[src/common/stc_pkg.sv]
// stc_pkg: constants shared by the sixteen bit timer/counter block
// assumes: one system clock; registers reached over an AXI4-Lite slave

package stc_pkg;

  // ---------------------------------------------------------------
  // register byte offsets
  // ---------------------------------------------------------------
  localparam logic [7:0] OFF_CNT_LO = 8'h00;
  localparam logic [7:0] OFF_CNT_HI = 8'h04;
  localparam logic [7:0] OFF_FLAG   = 8'h08;
  localparam logic [7:0] OFF_IRQ_EN = 8'h0C;
  localparam logic [7:0] OFF_CTL    = 8'h10;

  // ---------------------------------------------------------------
  // timer_control fields
  // ---------------------------------------------------------------
  localparam int CTL_RUN   = 0;
  localparam int CTL_SRC   = 1;
  localparam int CTL_BYP   = 2;
  localparam int CTL_OSC   = 3;
  localparam int CTL_PS_LO = 4;
  localparam int CTL_PS_HI = 5;

  // ---------------------------------------------------------------
  // reset values and counts
  // ---------------------------------------------------------------
  localparam logic [5:0]  CTL_RST    = 6'h00;
  localparam logic [15:0] CNT_MAX    = 16'hFFFF;
  localparam logic [15:0] CNT_ZERO   = 16'h0000;
  localparam logic [2:0]  PRESC_RST  = 3'h0;
  localparam logic [1:0]  PHASE_RST  = 2'h0;
  // instruction cycle is four system clocks
  localparam logic [1:0]  PHASE_LAST = 2'h3;
  localparam logic [1:0]  RESP_OK    = 2'h0;
  localparam logic [1:0]  RESP_ERR   = 2'h2;

  // terminal prescaler count for ratio 1, 2, 4 or 8
  function automatic logic [2:0] stc_ps_last(input logic [1:0] sel);
    case (sel)
      2'h0:    stc_ps_last = 3'h0;
      2'h1:    stc_ps_last = 3'h1;
      2'h2:    stc_ps_last = 3'h3;
      default: stc_ps_last = 3'h7;
    endcase
  endfunction

endpackage

[src/hw/stc_tick_gen.sv]
// stc_tick_gen: count source select, pin synchronisers, prescaler, tick
// assumes: pins are asynchronous; controls come from the same clock domain
`timescale 1ns/1ps

module stc_tick_gen
  import stc_pkg::*;
(
  // clock and reset
  input  wire logic       clk,
  input  wire logic       rst_b,
  // controls
  input  wire logic       run,
  input  wire logic       src_ext,
  input  wire logic       sync_byp,
  input  wire logic       osc_en,
  input  wire logic [1:0] ps_sel,
  input  wire logic       sleep_mode,
  input  wire logic       presc_clr,
  // pins
  input  wire logic       osc_input_pin,
  input  wire logic       ext_clock_pin,
  // result
  output logic            tick,
  output logic            async_mode
);

  logic [1:0] pin_s1_reg, pin_s2_reg;
  logic       pin_d_reg, pin_d_next;
  logic       armed_reg, armed_next;
  logic [1:0] phase_reg, phase_next;
  logic [2:0] presc_reg, presc_next;
  logic       lvl_reg, lvl_next;
  logic       ps_s1_reg, ps_s2_reg, ps_s3_reg;
  logic       sel_pin, rise, fall, cnt_mode, in_tick, presc_out, sync_pulse;

  // ---------------------------------------------------------------
  // input select and edge detection
  // ---------------------------------------------------------------
  always_comb begin
    sel_pin    = osc_en ? pin_s2_reg[1] : pin_s2_reg[0];
    pin_d_next = sel_pin;
    rise       = sel_pin & ~pin_d_reg;
    fall       = ~sel_pin & pin_d_reg;
    cnt_mode   = run & src_ext;
    // a falling edge must be seen before rising edges count
    armed_next = cnt_mode & (armed_reg | fall);
    phase_next = phase_reg + 2'h1;
    in_tick    = cnt_mode ? (rise & armed_reg)
                          : (run & (phase_reg == PHASE_LAST) & ~sleep_mode);
    // prescaler ahead of the synchroniser; keeps running in sleep only when counting pin edges
    presc_out  = in_tick & (presc_reg == stc_ps_last(ps_sel)) & ~presc_clr;
    presc_next = presc_reg;
    lvl_next   = lvl_reg;
    if (presc_clr) begin
      presc_next = PRESC_RST;
    end else if (in_tick) begin
      presc_next = presc_out ? PRESC_RST : presc_reg + 3'h1;
      lvl_next   = lvl_reg ^ presc_out;
    end
    sync_pulse = ps_s2_reg ^ ps_s3_reg;
    async_mode = src_ext & sync_byp;
    if (!src_ext || sync_byp) begin
      tick = presc_out;
    end else begin
      tick = sync_pulse & ~sleep_mode;
    end
  end

  // ---------------------------------------------------------------
  // registers
  // ---------------------------------------------------------------
  always_ff @(posedge clk or negedge rst_b) begin
    if (!rst_b) begin
      pin_s1_reg <= 2'h0;
      pin_s2_reg <= 2'h0;
      pin_d_reg  <= 1'b0;
      armed_reg  <= 1'b0;
      phase_reg  <= PHASE_RST;
      presc_reg  <= PRESC_RST;
      lvl_reg    <= 1'b0;
      ps_s1_reg  <= 1'b0;
      ps_s2_reg  <= 1'b0;
      ps_s3_reg  <= 1'b0;
    end else begin
      pin_s1_reg <= {osc_input_pin, ext_clock_pin};
      pin_s2_reg <= pin_s1_reg;
      pin_d_reg  <= pin_d_next;
      armed_reg  <= armed_next;
      phase_reg  <= phase_next;
      presc_reg  <= presc_next;
      lvl_reg    <= lvl_next;
      ps_s1_reg  <= lvl_reg;
      ps_s2_reg  <= ps_s1_reg;
      ps_s3_reg  <= ps_s2_reg;
    end
  end

  // ---------------------------------------------------------------
  // checks
  // ---------------------------------------------------------------
  property p_arm_first;
    @(posedge clk) disable iff (!rst_b) (cnt_mode && !armed_reg) |-> !in_tick;
  endproperty
  a_arm_first: assert property (p_arm_first) else $error("count edge before arming");

  property p_presc_clr;
    @(posedge clk) disable iff (!rst_b) presc_clr |=> (presc_reg == 3'h0);
  endproperty
  a_presc_clr: assert property (p_presc_clr) else $error("prescaler not cleared");

  property p_sleep_sync;
    @(posedge clk) disable iff (!rst_b) (sleep_mode && src_ext && !sync_byp) |-> !tick;
  endproperty
  a_sleep_sync: assert property (p_sleep_sync) else $error("tick in sleep, sync mode");

  property p_inst_rate;
    @(posedge clk) disable iff (!rst_b) (!src_ext && in_tick) |=> !in_tick [*3];
  endproperty
  a_inst_rate: assert property (p_inst_rate) else $error("timer ticks faster than 1 in 4");

endmodule

[src/hw/stc_timer.sv]
// stc_timer: sixteen bit timer/counter with AXI4-Lite register slave
// assumes: one 250 MHz clock; compare triggers and sleep come from
// logic on the same clock; clock pins and port pins are asynchronous
//
// Behaviour
// - sixteen bit count wraps all ones to zero
// - overflow latches flag; irq when enabled
// - source_select picks pin edges or instruction clock
// - run_enable clear holds the count
// - prescale ratio 1, 2, 4, 8; bits 7:6 zero
// - osc_enable turns the crystal oscillator on
// - osc_enable forces pins input, reads zero
// - sync_bypass chooses unsynchronised external counting
// - falling edge needed before first count
// - osc_enable picks oscillator pin, else clock pin
// - prescaler sits ahead of the synchroniser
// - synchronised counter stops in sleep
// - asynchronous counter runs in sleep, wakes
// - no capture/compare time base when asynchronous
// - count byte reads always valid
// - compare trigger clears the count
// - trigger clear never sets overflow flag
// - trigger clear not guaranteed when asynchronous
// - count write beats coincident trigger
// - count bytes untouched by any reset
// - control resets to zero on reset
// - count byte write clears prescaler
//
// Chosen here: the AXI4-Lite register port.
`timescale 1ns/1ps

module stc_timer
  import stc_pkg::*;
#(
  parameter int ADDR_W = 8
) (
  // clock and reset
  input  wire logic              clk,
  input  wire logic              rst_b,
  // axi4-lite write address
  input  wire logic [ADDR_W-1:0] s_axi_awaddr,
  input  wire logic              s_axi_awvalid,
  output logic                   s_axi_awready,
  // axi4-lite write data
  input  wire logic [31:0]       s_axi_wdata,
  input  wire logic [3:0]        s_axi_wstrb,
  input  wire logic              s_axi_wvalid,
  output logic                   s_axi_wready,
  // axi4-lite write response
  output logic [1:0]             s_axi_bresp,
  output logic                   s_axi_bvalid,
  input  wire logic              s_axi_bready,
  // axi4-lite read address
  input  wire logic [ADDR_W-1:0] s_axi_araddr,
  input  wire logic              s_axi_arvalid,
  output logic                   s_axi_arready,
  // axi4-lite read data
  output logic [31:0]            s_axi_rdata,
  output logic [1:0]             s_axi_rresp,
  output logic                   s_axi_rvalid,
  input  wire logic              s_axi_rready,
  // clock pins
  input  wire logic              osc_input_pin,
  input  wire logic              ext_clock_pin,
  // oscillator pin port control
  input  wire logic [1:0]        port_direction,
  input  wire logic [1:0]        port_pin_in,
  output logic [1:0]             port_dir_eff,
  output logic [1:0]             port_pin_rd,
  output logic                   osc_enable_out,
  // system
  input  wire logic              sleep_mode,
  input  wire logic              cmp_trig_a,
  input  wire logic              cmp_trig_b,
  output logic                   overflow_irq,
  output logic                   timebase_valid,
  output logic [15:0]            count_out
);

  // ---------------------------------------------------------------
  // declarations
  // ---------------------------------------------------------------
  logic              aw_hold_reg, aw_hold_next;
  logic [ADDR_W-1:0] aw_addr_reg, aw_addr_next;
  logic              w_hold_reg, w_hold_next;
  logic [7:0]        w_data_reg, w_data_next;
  logic              w_strb_reg, w_strb_next;
  logic              bvalid_reg, bvalid_next;
  logic [1:0]        bresp_reg, bresp_next;
  logic              rvalid_reg, rvalid_next;
  logic [7:0]        rdata_reg, rdata_next;
  logic [1:0]        rresp_reg, rresp_next;
  logic              aw_take, w_take, ar_take, do_wr, wr_en;
  logic              cnt_lo_wr, cnt_hi_wr, cnt_wr, ctl_wr, flag_wr, ien_wr;

  logic [5:0]        ctl_reg, ctl_next;
  logic              flag_reg, flag_next;
  logic              ien_reg, ien_next;
  logic [15:0]       count_reg, count_next;
  logic [1:0]        prd_s1_reg, prd_s2_reg;
  logic              tick, async_mode, trig_eff, inc, ovf;

  // true for every mapped register offset
  function automatic logic addr_ok(input logic [ADDR_W-1:0] a);
    addr_ok = (a == ADDR_W'(OFF_CNT_LO)) || (a == ADDR_W'(OFF_CNT_HI)) ||
              (a == ADDR_W'(OFF_FLAG))   || (a == ADDR_W'(OFF_IRQ_EN)) ||
              (a == ADDR_W'(OFF_CTL));
  endfunction

  // ---------------------------------------------------------------
  // count source and prescaler
  // ---------------------------------------------------------------
  stc_tick_gen u_tick (
    .clk           (clk),
    .rst_b         (rst_b),
    .run           (ctl_reg[CTL_RUN]),
    .src_ext       (ctl_reg[CTL_SRC]),
    .sync_byp      (ctl_reg[CTL_BYP]),
    .osc_en        (ctl_reg[CTL_OSC]),
    .ps_sel        (ctl_reg[CTL_PS_HI:CTL_PS_LO]),
    .sleep_mode    (sleep_mode),
    .presc_clr     (cnt_wr),
    .osc_input_pin (osc_input_pin),
    .ext_clock_pin (ext_clock_pin),
    .tick          (tick),
    .async_mode    (async_mode)
  );

  // ---------------------------------------------------------------
  // bus handshake
  // ---------------------------------------------------------------
  always_comb begin
    s_axi_awready = ~aw_hold_reg & ~bvalid_reg;
    s_axi_wready  = ~w_hold_reg & ~bvalid_reg;
    s_axi_arready = ~rvalid_reg;
    aw_take       = s_axi_awvalid & s_axi_awready;
    w_take        = s_axi_wvalid & s_axi_wready;
    ar_take       = s_axi_arvalid & s_axi_arready;
    // the write acts once address and data are both held
    do_wr         = aw_hold_reg & w_hold_reg;
    wr_en         = do_wr & w_strb_reg;
    cnt_lo_wr     = wr_en & (aw_addr_reg == ADDR_W'(OFF_CNT_LO));
    cnt_hi_wr     = wr_en & (aw_addr_reg == ADDR_W'(OFF_CNT_HI));
    cnt_wr        = cnt_lo_wr | cnt_hi_wr;
    flag_wr       = wr_en & (aw_addr_reg == ADDR_W'(OFF_FLAG));
    ien_wr        = wr_en & (aw_addr_reg == ADDR_W'(OFF_IRQ_EN));
    ctl_wr        = wr_en & (aw_addr_reg == ADDR_W'(OFF_CTL));

    aw_hold_next  = aw_hold_reg;
    aw_addr_next  = aw_addr_reg;
    w_hold_next   = w_hold_reg;
    w_data_next   = w_data_reg;
    w_strb_next   = w_strb_reg;
    bvalid_next   = bvalid_reg;
    bresp_next    = bresp_reg;
    if (aw_take) begin
      aw_hold_next = 1'b1;
      aw_addr_next = s_axi_awaddr;
    end
    if (w_take) begin
      w_hold_next = 1'b1;
      w_data_next = s_axi_wdata[7:0];
      w_strb_next = s_axi_wstrb[0];
    end
    if (do_wr) begin
      aw_hold_next = 1'b0;
      w_hold_next  = 1'b0;
      bvalid_next  = 1'b1;
      bresp_next   = addr_ok(aw_addr_reg) ? RESP_OK : RESP_ERR;
    end else if (bvalid_reg && s_axi_bready) begin
      bvalid_next = 1'b0;
    end

    rvalid_next = rvalid_reg;
    rdata_next  = rdata_reg;
    rresp_next  = rresp_reg;
    if (ar_take) begin
      rvalid_next = 1'b1;
      rresp_next  = addr_ok(s_axi_araddr) ? RESP_OK : RESP_ERR;
      // count bytes come straight from the clocked count: never torn
      case (s_axi_araddr)
        ADDR_W'(OFF_CNT_LO): rdata_next = count_reg[7:0];
        ADDR_W'(OFF_CNT_HI): rdata_next = count_reg[15:8];
        ADDR_W'(OFF_FLAG):   rdata_next = {7'h00, flag_reg};
        ADDR_W'(OFF_IRQ_EN): rdata_next = {7'h00, ien_reg};
        ADDR_W'(OFF_CTL):    rdata_next = {2'h0, ctl_reg};
        default:             rdata_next = 8'h00;
      endcase
    end else if (rvalid_reg && s_axi_rready) begin
      rvalid_next = 1'b0;
    end
  end

  always_ff @(posedge clk or negedge rst_b) begin
    if (!rst_b) begin
      aw_hold_reg <= 1'b0;
      aw_addr_reg <= '0;
      w_hold_reg  <= 1'b0;
      w_data_reg  <= 8'h00;
      w_strb_reg  <= 1'b0;
      bvalid_reg  <= 1'b0;
      bresp_reg   <= RESP_OK;
      rvalid_reg  <= 1'b0;
      rdata_reg   <= 8'h00;
      rresp_reg   <= RESP_OK;
    end else begin
      aw_hold_reg <= aw_hold_next;
      aw_addr_reg <= aw_addr_next;
      w_hold_reg  <= w_hold_next;
      w_data_reg  <= w_data_next;
      w_strb_reg  <= w_strb_next;
      bvalid_reg  <= bvalid_next;
      bresp_reg   <= bresp_next;
      rvalid_reg  <= rvalid_next;
      rdata_reg   <= rdata_next;
      rresp_reg   <= rresp_next;
    end
  end

  // ---------------------------------------------------------------
  // control, flag and enable registers
  // ---------------------------------------------------------------
  always_comb begin
    ctl_next  = ctl_wr ? w_data_reg[5:0] : ctl_reg;
    ien_next  = ien_wr ? w_data_reg[0] : ien_reg;
    flag_next = flag_wr ? w_data_reg[0] : flag_reg;
    // a new overflow wins over a software clear in the same cycle
    if (ovf) begin
      flag_next = 1'b1;
    end
  end

  always_ff @(posedge clk or negedge rst_b) begin
    if (!rst_b) begin
      ctl_reg  <= CTL_RST;
      flag_reg <= 1'b0;
      ien_reg  <= 1'b0;
    end else begin
      ctl_reg  <= ctl_next;
      flag_reg <= flag_next;
      ien_reg  <= ien_next;
    end
  end

  // ---------------------------------------------------------------
  // sixteen bit count
  // ---------------------------------------------------------------
  always_comb begin
    // trigger clear is dropped when counting asynchronously
    trig_eff   = (cmp_trig_a | cmp_trig_b) & ~async_mode;
    inc        = tick & ctl_reg[CTL_RUN];
    ovf        = inc & (count_reg == CNT_MAX) & ~cnt_wr & ~trig_eff;
    count_next = count_reg;
    if (cnt_wr) begin
      // a write wins over a coincident trigger and over the increment
      if (cnt_lo_wr) begin
        count_next[7:0] = w_data_reg;
      end
      if (cnt_hi_wr) begin
        count_next[15:8] = w_data_reg;
      end
    end else if (trig_eff) begin
      count_next = CNT_ZERO;
    end else if (inc) begin
      count_next = count_reg + 16'h0001;
    end
  end

  // no reset: the count keeps its value across every reset
  always_ff @(posedge clk) begin
    count_reg <= count_next;
  end

  // ---------------------------------------------------------------
  // port pin read synchroniser
  // ---------------------------------------------------------------
  always_ff @(posedge clk or negedge rst_b) begin
    if (!rst_b) begin
      prd_s1_reg <= 2'h0;
      prd_s2_reg <= 2'h0;
    end else begin
      prd_s1_reg <= port_pin_in;
      prd_s2_reg <= prd_s1_reg;
    end
  end

  // ---------------------------------------------------------------
  // outputs
  // ---------------------------------------------------------------
  always_comb begin
    s_axi_bvalid   = bvalid_reg;
    s_axi_bresp    = bresp_reg;
    s_axi_rvalid   = rvalid_reg;
    s_axi_rresp    = rresp_reg;
    s_axi_rdata    = {24'h000000, rdata_reg};
    osc_enable_out = ctl_reg[CTL_OSC];
    // oscillator pins become inputs and read zero
    port_dir_eff   = ctl_reg[CTL_OSC] ? 2'h3 : port_direction;
    port_pin_rd    = ctl_reg[CTL_OSC] ? 2'h0 : prd_s2_reg;
    overflow_irq   = flag_reg & ien_reg;
    timebase_valid = ~async_mode;
    count_out      = count_reg;
  end

  // ---------------------------------------------------------------
  // checks
  // ---------------------------------------------------------------
  property p_wrap;
    @(posedge clk) disable iff (!rst_b)
      (inc && !cnt_wr && !trig_eff && count_reg == 16'hFFFF) |=> (count_reg == 16'h0000);
  endproperty
  a_wrap: assert property (p_wrap) else $error("count did not wrap to zero");

  property p_ovf_flag;
    @(posedge clk) disable iff (!rst_b)
      ovf |=> flag_reg ##0 (overflow_irq == ien_reg);
  endproperty
  a_ovf_flag: assert property (p_ovf_flag) else $error("overflow flag or irq wrong");

  property p_hold;
    @(posedge clk) disable iff (!rst_b)
      (!ctl_reg[CTL_RUN] && !cnt_wr && !trig_eff) |=> $stable(count_reg);
  endproperty
  a_hold: assert property (p_hold) else $error("count moved while stopped");

  property p_trig_clr;
    @(posedge clk) disable iff (!rst_b)
      (trig_eff && !cnt_wr) |=> (count_reg == 16'h0000);
  endproperty
  a_trig_clr: assert property (p_trig_clr) else $error("trigger did not clear count");

  property p_trig_noflag;
    @(posedge clk) disable iff (!rst_b)
      (trig_eff && !flag_reg && !flag_wr) |=> !flag_reg;
  endproperty
  a_trig_noflag: assert property (p_trig_noflag) else $error("trigger set the flag");

  property p_wr_wins;
    @(posedge clk) disable iff (!rst_b)
      (cnt_lo_wr && trig_eff) |=> (count_reg[7:0] == $past(w_data_reg));
  endproperty
  a_wr_wins: assert property (p_wr_wins) else $error("trigger beat count write");

  property p_pins;
    @(posedge clk) disable iff (!rst_b)
      ctl_reg[CTL_OSC] |-> (port_pin_rd == 2'h0 && port_dir_eff == 2'h3);
  endproperty
  a_pins: assert property (p_pins) else $error("oscillator pins not forced to input");

  property p_timebase;
    @(posedge clk) disable iff (!rst_b)
      (ctl_reg[CTL_SRC] && ctl_reg[CTL_BYP]) |-> !timebase_valid;
  endproperty
  a_timebase: assert property (p_timebase) else $error("async time base offered");

  property p_ctl_rd;
    @(posedge clk) disable iff (!rst_b)
      (ar_take && s_axi_araddr == ADDR_W'(OFF_CTL)) |=> (s_axi_rdata[7:6] == 2'h0);
  endproperty
  a_ctl_rd: assert property (p_ctl_rd) else $error("control bits 7:6 not zero");

  property p_cnt_wr;
    @(posedge clk) disable iff (!rst_b)
      cnt_hi_wr |=> (count_reg[15:8] == $past(w_data_reg));
  endproperty
  a_cnt_wr: assert property (p_cnt_wr) else $error("count high byte write lost");

endmodule

[config.mk]
export PLATFORM = sky130hd
export DESIGN_NAME = stc_timer
export DESIGN_NICKNAME = d
export VERILOG_FILES = /design/src/common/stc_pkg.sv /design/src/hw/stc_tick_gen.sv /design/src/hw/stc_timer.sv
export SDC_FILE = /design/constraint.sdc
export NUM_CORES = 1
export LEC_CHECK = 0
export BUFFER_PORTS_ARGS = -buffer_cell sky130_fd_sc_hd__buf_4
export CORE_MARGIN = 3
export CORE_UTILIZATION = 46
export CTS_BUF_LIST = sky130_fd_sc_hd__clkbuf_2 sky130_fd_sc_hd__clkbuf_4 sky130_fd_sc_hd__clkbuf_8
export DETAILED_ROUTE_END_ITERATION = 10
export HOLD_SLACK_MARGIN = 0.15
export PLACE_DENSITY = 0.78
export RECOVER_POWER = 100
export REMOVE_ABC_BUFFERS = 1
export SYNTH_ARGS = -nofsm -noshare
export SYNTH_HDL_FRONTEND = slang
export SYNTH_SLANG_ARGS = --single-unit
export TNS_END_PERCENT = 100
[constraint.sdc]
create_clock -name clk -period 2.4 [get_ports clk]
set_clock_uncertainty 0.05 [all_clocks]
set_input_delay 0.72 -clock clk [delete_from_list [all_inputs] [get_ports clk]]
set_output_delay 0.72 -clock clk [all_outputs]
set_load 0.005 [all_outputs]
==> results of run 1 <==
==> per-layer routing <==
layer | vias to the layer above | global-route usage (%) | share of wire [%]
li1 | 1249 | - | -
met1 | 1267 | 23.8 | 43
met2 | 143 | 28.1 | 47
met3 | 10 | 3.04 | 8.6
met4 | 0 | 8.42 | 1.5
met5 | - | 0 | 0
==> power breakdown <==
group	switching, W	internal [W]	total, W
clock network	0.000453	0.000525	0.000979
registers	0.000229	0.00152	0.00175
logic	0.000270	0.000382	0.000652
total	0.000953	0.00243	0.00338
==> layout by cell type, fill, tap and decap left out, drive strengths merged, types with 6 or more instances in the layout <==
master	Yosys	layout
buf	26	45
clkbuf	7	56
conb	1	26
dfrtp	58	58
edfxtp	16	16
inv	11	11
mux2	24	24
mux2i	8	8
nand2	22	22
nand3	12	12
nand4	6	6
nor2	19	19
nor3	6	6
o21ai	25	25
or3	7	7
xnor2	8	8
xor2	9	9
==> cells by family after synthesis <==
logic type      Yosys count  synth area share [%]
simple gates             96                  14.5
flops                    74                  54.1
compound gates           46                  8.34
buf+inv                  44                  7.36
mux                      33                  10.4
xor+xnor                 17                  4.17
fa+ha+maj                 3                  1.05
other cells               1                 0.105
==> cell type report <==
type / instances / area share [%]
Clock buffer: 11 / 3.29
Clock inverter: 5 / 1.45
Inverter: 11 / 0.936
Multi-Input combinational cell: 221 / 33.0
Sequential cell: 74 / 43.8
Tap cell: 99 / 2.81
Timing Repair Buffer: 90 / 14.7
==> worst max-delay path: stages (launching register included) <==
cell	delay, ps
dfrtp_1	430
or2_2	300
a2111oi_2	360
a41oi_1	100
or3_1	400
a22oi_1	150
buf_4	200
==> how the worst max path moves through the flow <==
| stage | startpoint | end | slack (ps) | depth (start not counted) |
|---|---|---|---|---|
| floorplan | ctl_reg[4] | count_out[10] | -90 | 5 |
| global placement | s_axi_araddr[0] | rdata_reg[5] | -80 | 6 |
| detailed placement | s_axi_araddr[0] | rdata_reg[3] | -120 | 6 |
| CTS | u_tick.presc_reg[0] | count_out[7] | 120 | 6 |
| global route | u_tick.presc_reg[0] | count_out[8] | 30 | 6 |
| finish | u_tick.presc_reg[0] | count_out[0] | 120 | 6 |
==> through the flow <==
step	setup WS (ps)	total power, W	util, %	area (µm²)	cells
2_1_floorplan	-94.4	0.00212	-	3440	306
3_3_place_gp	-75.4	0.00242	57.3	4240	495
3_5_place_dp	-118	0.00245	57.3	4240	495
4_1_cts	115	0.00343	60.1	4450	511
5_1_grt	30.5	0.00359	59.5	4410	511
6_report	121	0.00338	59.5	4410	511
==> out/qor.csv, run 1 <==
stage;metric;value;unit
outcome;status;completed;
synth;#FFs+latches synth;74;
place;Final HPWL DP;5830;µm
place;Port Buffer Count;78;
critical_path;WS Path Type;register to register;
worst_hold_path;HP Class;register to register;
cts;Post-CTS Setup Inserts;0;
layout;Seq. cell area;1930;µm²
timing;post-layout minimum cycle time;2280;ps
synth;Mean Syn Cell Area;11.4;µm²
timing;final max-slew violation count;0;
synth;EDFF count, synth;16;
power;maximum VDD drop;0.553;mV
timing;worst hold slack;304;ps
layout;area of the multi-input gates;1460;µm²
layout;Antenna diodes;0;
cts;Sink Count;74;
global_routing;largest net degree at the start of global routing;59;
timing;final setup violation count;0;
floorplanning;Ports;132;
power;pwr/cell area;767;nW/µm²
cts;post-cts sizing count;0;
critical_path;Worst Reg-to-Reg Cells;6;
synth;Post-synth ARST share;78.4;%
cts;worst-skew pair later-pin latency;340;ps
routing;via count;2669;
cts;deepest clock path buffer count;2;
timing;Slew headroom;7.22;%
routing;Pre-antenna DRT Iters;5;
critical_path;Worst Path Max Fanout;8;
critical_path;CP endpoint kind;register;
floorplanning;die area;8860;µm²
worst_hold_path;Worst Hold End;prd_s2_reg[1];
synth;Synth Flop Type;dfrtp_1;
timing;Max Clk Rate;0.439;GHz
cts;H-tree levels;3;
cts;clock slew at reported path FFs;70;ps
worst_hold_path;Worst Hold Depth;0;
synth;Yosys warning total;0;
place;Routability Congestion;0.834;
routing;DRC viols;0;
timing;final hold vios;0;
timing;worst slew pin tran;1390;ps
routing;vias per inst;5.22;
layout;max reg flops;16;
synth;Synth Instances;314;
floorplanning;core area;7410;µm²
routing;Post-DRT Antenna Nets;0;
layout;Synth-to-Final Area Change;23.5;%
floorplanning;Initial Util;48.2;%
power;Leakage;1.99;nW
cts;Root Buffer;clkbuf_8;
timing;setup TNS;0;ps
routing;initial drt markers;141;
global_routing;antenna violations before repair;0;
routing;Avg WL per Cell;14.7;µm
worst_hold_path;Hold Crit Start;prd_s1_reg[1];
cts;TritonCTS Buffers;9;
global_routing;vias in the first global route;2514;
routing;Post-Route WL;7540;µm
cts;Hold Buf Count CTS;0;
synth;sequential share of the synthesized area;54.1;%
synth;top cell type's share of synthesized area;40.6;%
layout;# fillers;620;
layout;NumNets Final;478;
floorplanning;Die H;94.1;µm
flow_run;Max-Cap Viols;0;
synth;synth cell count leaders;dfrtp_1 (58), buf_4 (26), o21ai_0 (25), mux2_2 (24), nand2_1 (22);
floorplanning;die width;94.1;µm
synth;unique cell type count in the Yosys netlist;42;
layout;ratio of cells with drive above 1 in the final layout;32.8;%
global_routing;GRT Total Usage;17.8;%
synth;area leader, netlist;dfrtp_1;
critical_path;CP required;2400;ps
global_routing;first-pass GRT wire length;12100;µm
timing;Final Cycle Share;94.9;%
synth;Area contributors post-synth;dfrtp_1 (41%), edfxtp_1 (13%), mux2_2 (7.6%);
critical_path;Reg2Reg Setup Slack;120;ps
floorplanning;# rows;31;
cts;CTS tree;done;
critical_path;reg2reg start;u_tick.presc_reg[0];
critical_path;reg-to-reg critical path endpoint;count_out[0];
critical_path;crit start category;register;
critical_path;Critical Path AT;2280;ps
synth;synthesized area;3570;µm²
timing;RSZ-0062 raised after global routing;false;
global_routing;total congestion overflow;0;
synth;most common cell in the netlist;dfrtp_1;
(Power assumes the default switching activity.)
==> run 2, diff against run 1 <==
- CORE_UTILIZATION: 46 -> 51
- PLACE_DENSITY: 0.78 -> 0.82
- clock period: 2.4 -> 2.48 ns (I/O delays scaled with it)
==> run 2 against run 1 <==
- worst hold slack worse by 1.3 ps
- register-to-register slack better by 30 ps
- first-iteration DRC count up 92%
- global-route usage up 2.5 points
- die area down 9.2%
- design area about the same
- sequential power down 3%
- combinational power down 2%
- critical path depth unchanged
- largest cell class unchanged
==> out/qor.csv, run 2 (synthesis gave the netlist of run 1 again) <==
stage;metric;value;unit;change
outcome;status;completed;;
timing;final setup violation count;0;;unchanged
global_routing;largest net degree at the start of global routing;59;;unchanged
global_routing;vias in the first global route;2612;;+3.9%
cts;clock slew at reported path FFs;70;ps;about the same
timing;RSZ-0062 raised after global routing;false;;
routing;initial drt markers;271;;+92%
critical_path;crit start category;input pin;;
timing;final hold vios;0;;unchanged
worst_hold_path;HP Class;register to register;;
critical_path;WS Path Type;input pin to register;;
routing;DRC viols;0;;unchanged
layout;most frequent cells in the layout;dfrtp_1 (58), buf_4 (42), clkbuf_4 (36), conb_1 (26), o21ai_0 (25);;
routing;Post-Route WL;7650;µm;+1.5%
place;Final HPWL DP;5800;µm;-0.62%
floorplanning;core area;6570;µm²;-11%
place;Port Buffer Count;78;;unchanged
routing;vias per inst;5.28;;+1.0%
global_routing;antenna violations before repair;0;;unchanged
critical_path;max incr delay on CP;530;ps;+100 ps
timing;setup TNS;0;ps;unchanged
critical_path;CP required;2720;ps;+320 ps
layout;NumNets Final;476;;-0.42%
routing;Avg WL per Cell;15.2;µm;+3.1%
timing;Final Cycle Share;95.3;%;
critical_path;reg2reg start;u_tick.presc_reg[0];;
critical_path;Cell Chain, Critical Path;clkbuf_4 -> or4_1 -> or3_1 -> or3_1 -> nor2_1 -> a221o_2;;
worst_hold_path;Hold Crit Start;u_tick.pin_s1_reg[0];;
cts;post-cts sizing count;0;;unchanged
power;Leakage;1.99;nW;about the same
cts;worst-skew pair later-pin latency;350;ps;about the same
layout;# fillers;501;;-19%
layout;Synth-to-Final Area Change;23.4;%;about the same
timing;worst slew pin tran;1390;ps;+1.10 ps
cts;Hold Buf Count CTS;0;;unchanged
worst_hold_path;Worst Hold End;u_tick.pin_s2_reg[0];;
floorplanning;# rows;29;;-6.5%
global_routing;first-pass GRT wire length;12300;µm;+1.7%
critical_path;top cell family by delay on the critical path;simple AND/OR/NAND/NOR gates;;
critical_path;cell mode on critical path;or3_1;;
critical_path;Worst Path Max Fanout;5;;-3
cts;Sink Count;74;;unchanged
timing;final max-slew violation count;0;;unchanged
cts;deepest clock path buffer count;2;;unchanged
critical_path;slowest CP cell;or4_1;;
power;maximum VDD drop;0.601;mV;+8.7%
critical_path;CP endpoint kind;register;;
floorplanning;die area;8040;µm²;-9.2%
timing;Slew headroom;7.15;%;-0.073 points
worst_hold_path;Worst Hold Depth;0;;unchanged
floorplanning;Initial Util;54.4;%;+6.2 points
global_routing;total congestion overflow;0;;unchanged
cts;Root Buffer;clkbuf_8;;
cts;H-tree levels;3;;unchanged
floorplanning;Ports;132;;unchanged
critical_path;Critical Path AT;2600;ps;+320 ps
layout;commonest non-fill, non-tap cell in the layout;dfrtp_1;;
critical_path;reg-to-reg critical path endpoint;count_out[7];;
critical_path;Worst Reg-to-Reg Cells;6;;unchanged
floorplanning;die width;89.7;µm;-4.7%
timing;post-layout minimum cycle time;2360;ps;
critical_path;WP buf/inv;1;;unchanged
place;dpl ws;-47.8;ps;+70.2 ps
cts;TritonCTS Buffers;9;;unchanged
place;Routability Congestion;0.898;;+7.7%
routing;Pre-antenna DRT Iters;4;;-1
power;pwr/cell area;767;nW/µm²;about the same
floorplanning;Die H;89.7;µm;-4.7%
global_routing;GRT Total Usage;20.3;%;+2.5 points
layout;Antenna diodes;0;;unchanged
cts;CTS tree;done;;
layout;ratio of cells with drive above 1 in the final layout;31.7;%;-1.1 points
flow_run;Max-Cap Viols;0;;unchanged
critical_path;Reg2Reg Setup Slack;150;ps;+30 ps
timing;Max Clk Rate;0.423;GHz;
layout;max reg flops;16;;unchanged
cts;Post-CTS Setup Inserts;0;;unchanged
routing;Post-DRT Antenna Nets;0;;unchanged
layout;Final Util;67.1;%;+7.6 points
routing;via count;2654;;-0.56%
timing;setup slack after layout;117;ps;-3.87 ps
run 2: worst max path at each step:
stage	end	from	depth (start not counted)
CTS	count_out[11]	u_tick.presc_reg[0]	6
global placement	rdata_reg[4]	s_axi_araddr[0]	6
floorplan	count_out[10]	ctl_reg[4]	5
global route	count_out[0]	u_tick.presc_reg[0]	6
finish	rdata_reg[5]	s_axi_araddr[0]	6
detailed placement	rdata_reg[5]	s_axi_araddr[0]	6
run 2: per-layer routing:
metal | part of all wire [%] | global-route usage [%] | wire (µm) | vias to the layer above
li1 | - | - | - | 1244
met1 | 42 | 26.7 | 3210 | 1269
met2 | 47 | 32.5 | 3610 | 130
met3 | 9.8 | 6.39 | 750 | 11
met4 | 1.0 | 5.95 | 80 | 0
met5 | 0 | 0 | 0 | -
run 2: per-stage QoR:
stage	area, µm²	power [W]	cells	hold slack [ps]
6_report	4410	0.00338	503	303
5_1_grt	4410	0.00358	503	307
4_1_cts	4450	0.00342	503	302
3_5_place_dp	4220	0.00238	487	286
3_3_place_gp	4220	0.00233	487	283
2_1_floorplan	3440	0.00205	306	281
run 2: worst reg2reg max path, stage by stage (launching register included):
cell       delay, ps
dfrtp_1          430
or2_2            320
a2111oi_4        310
a41oi_1          110
or3_1            400
a22oi_1          150
clkbuf_2         260
run 2: final cells by class:
type	instances	area, µm²	area share, %
Timing Repair Buffer	88	626	14.2
Tap cell	93	116	2.64
Multi-Input combinational cell	221	1470	33.3
Inverter	11	41.3	0.937
Sequential cell	74	1930	43.8
Clock buffer	10	138	3.12
Clock inverter	6	87.6	1.99
run 2: power breakdown:
group / internal (W) / switching [W]
Sequential: 0.00147 / 0.000226
Combinational: 0.000369 / 0.000269
Clock: 0.000596 / 0.000448
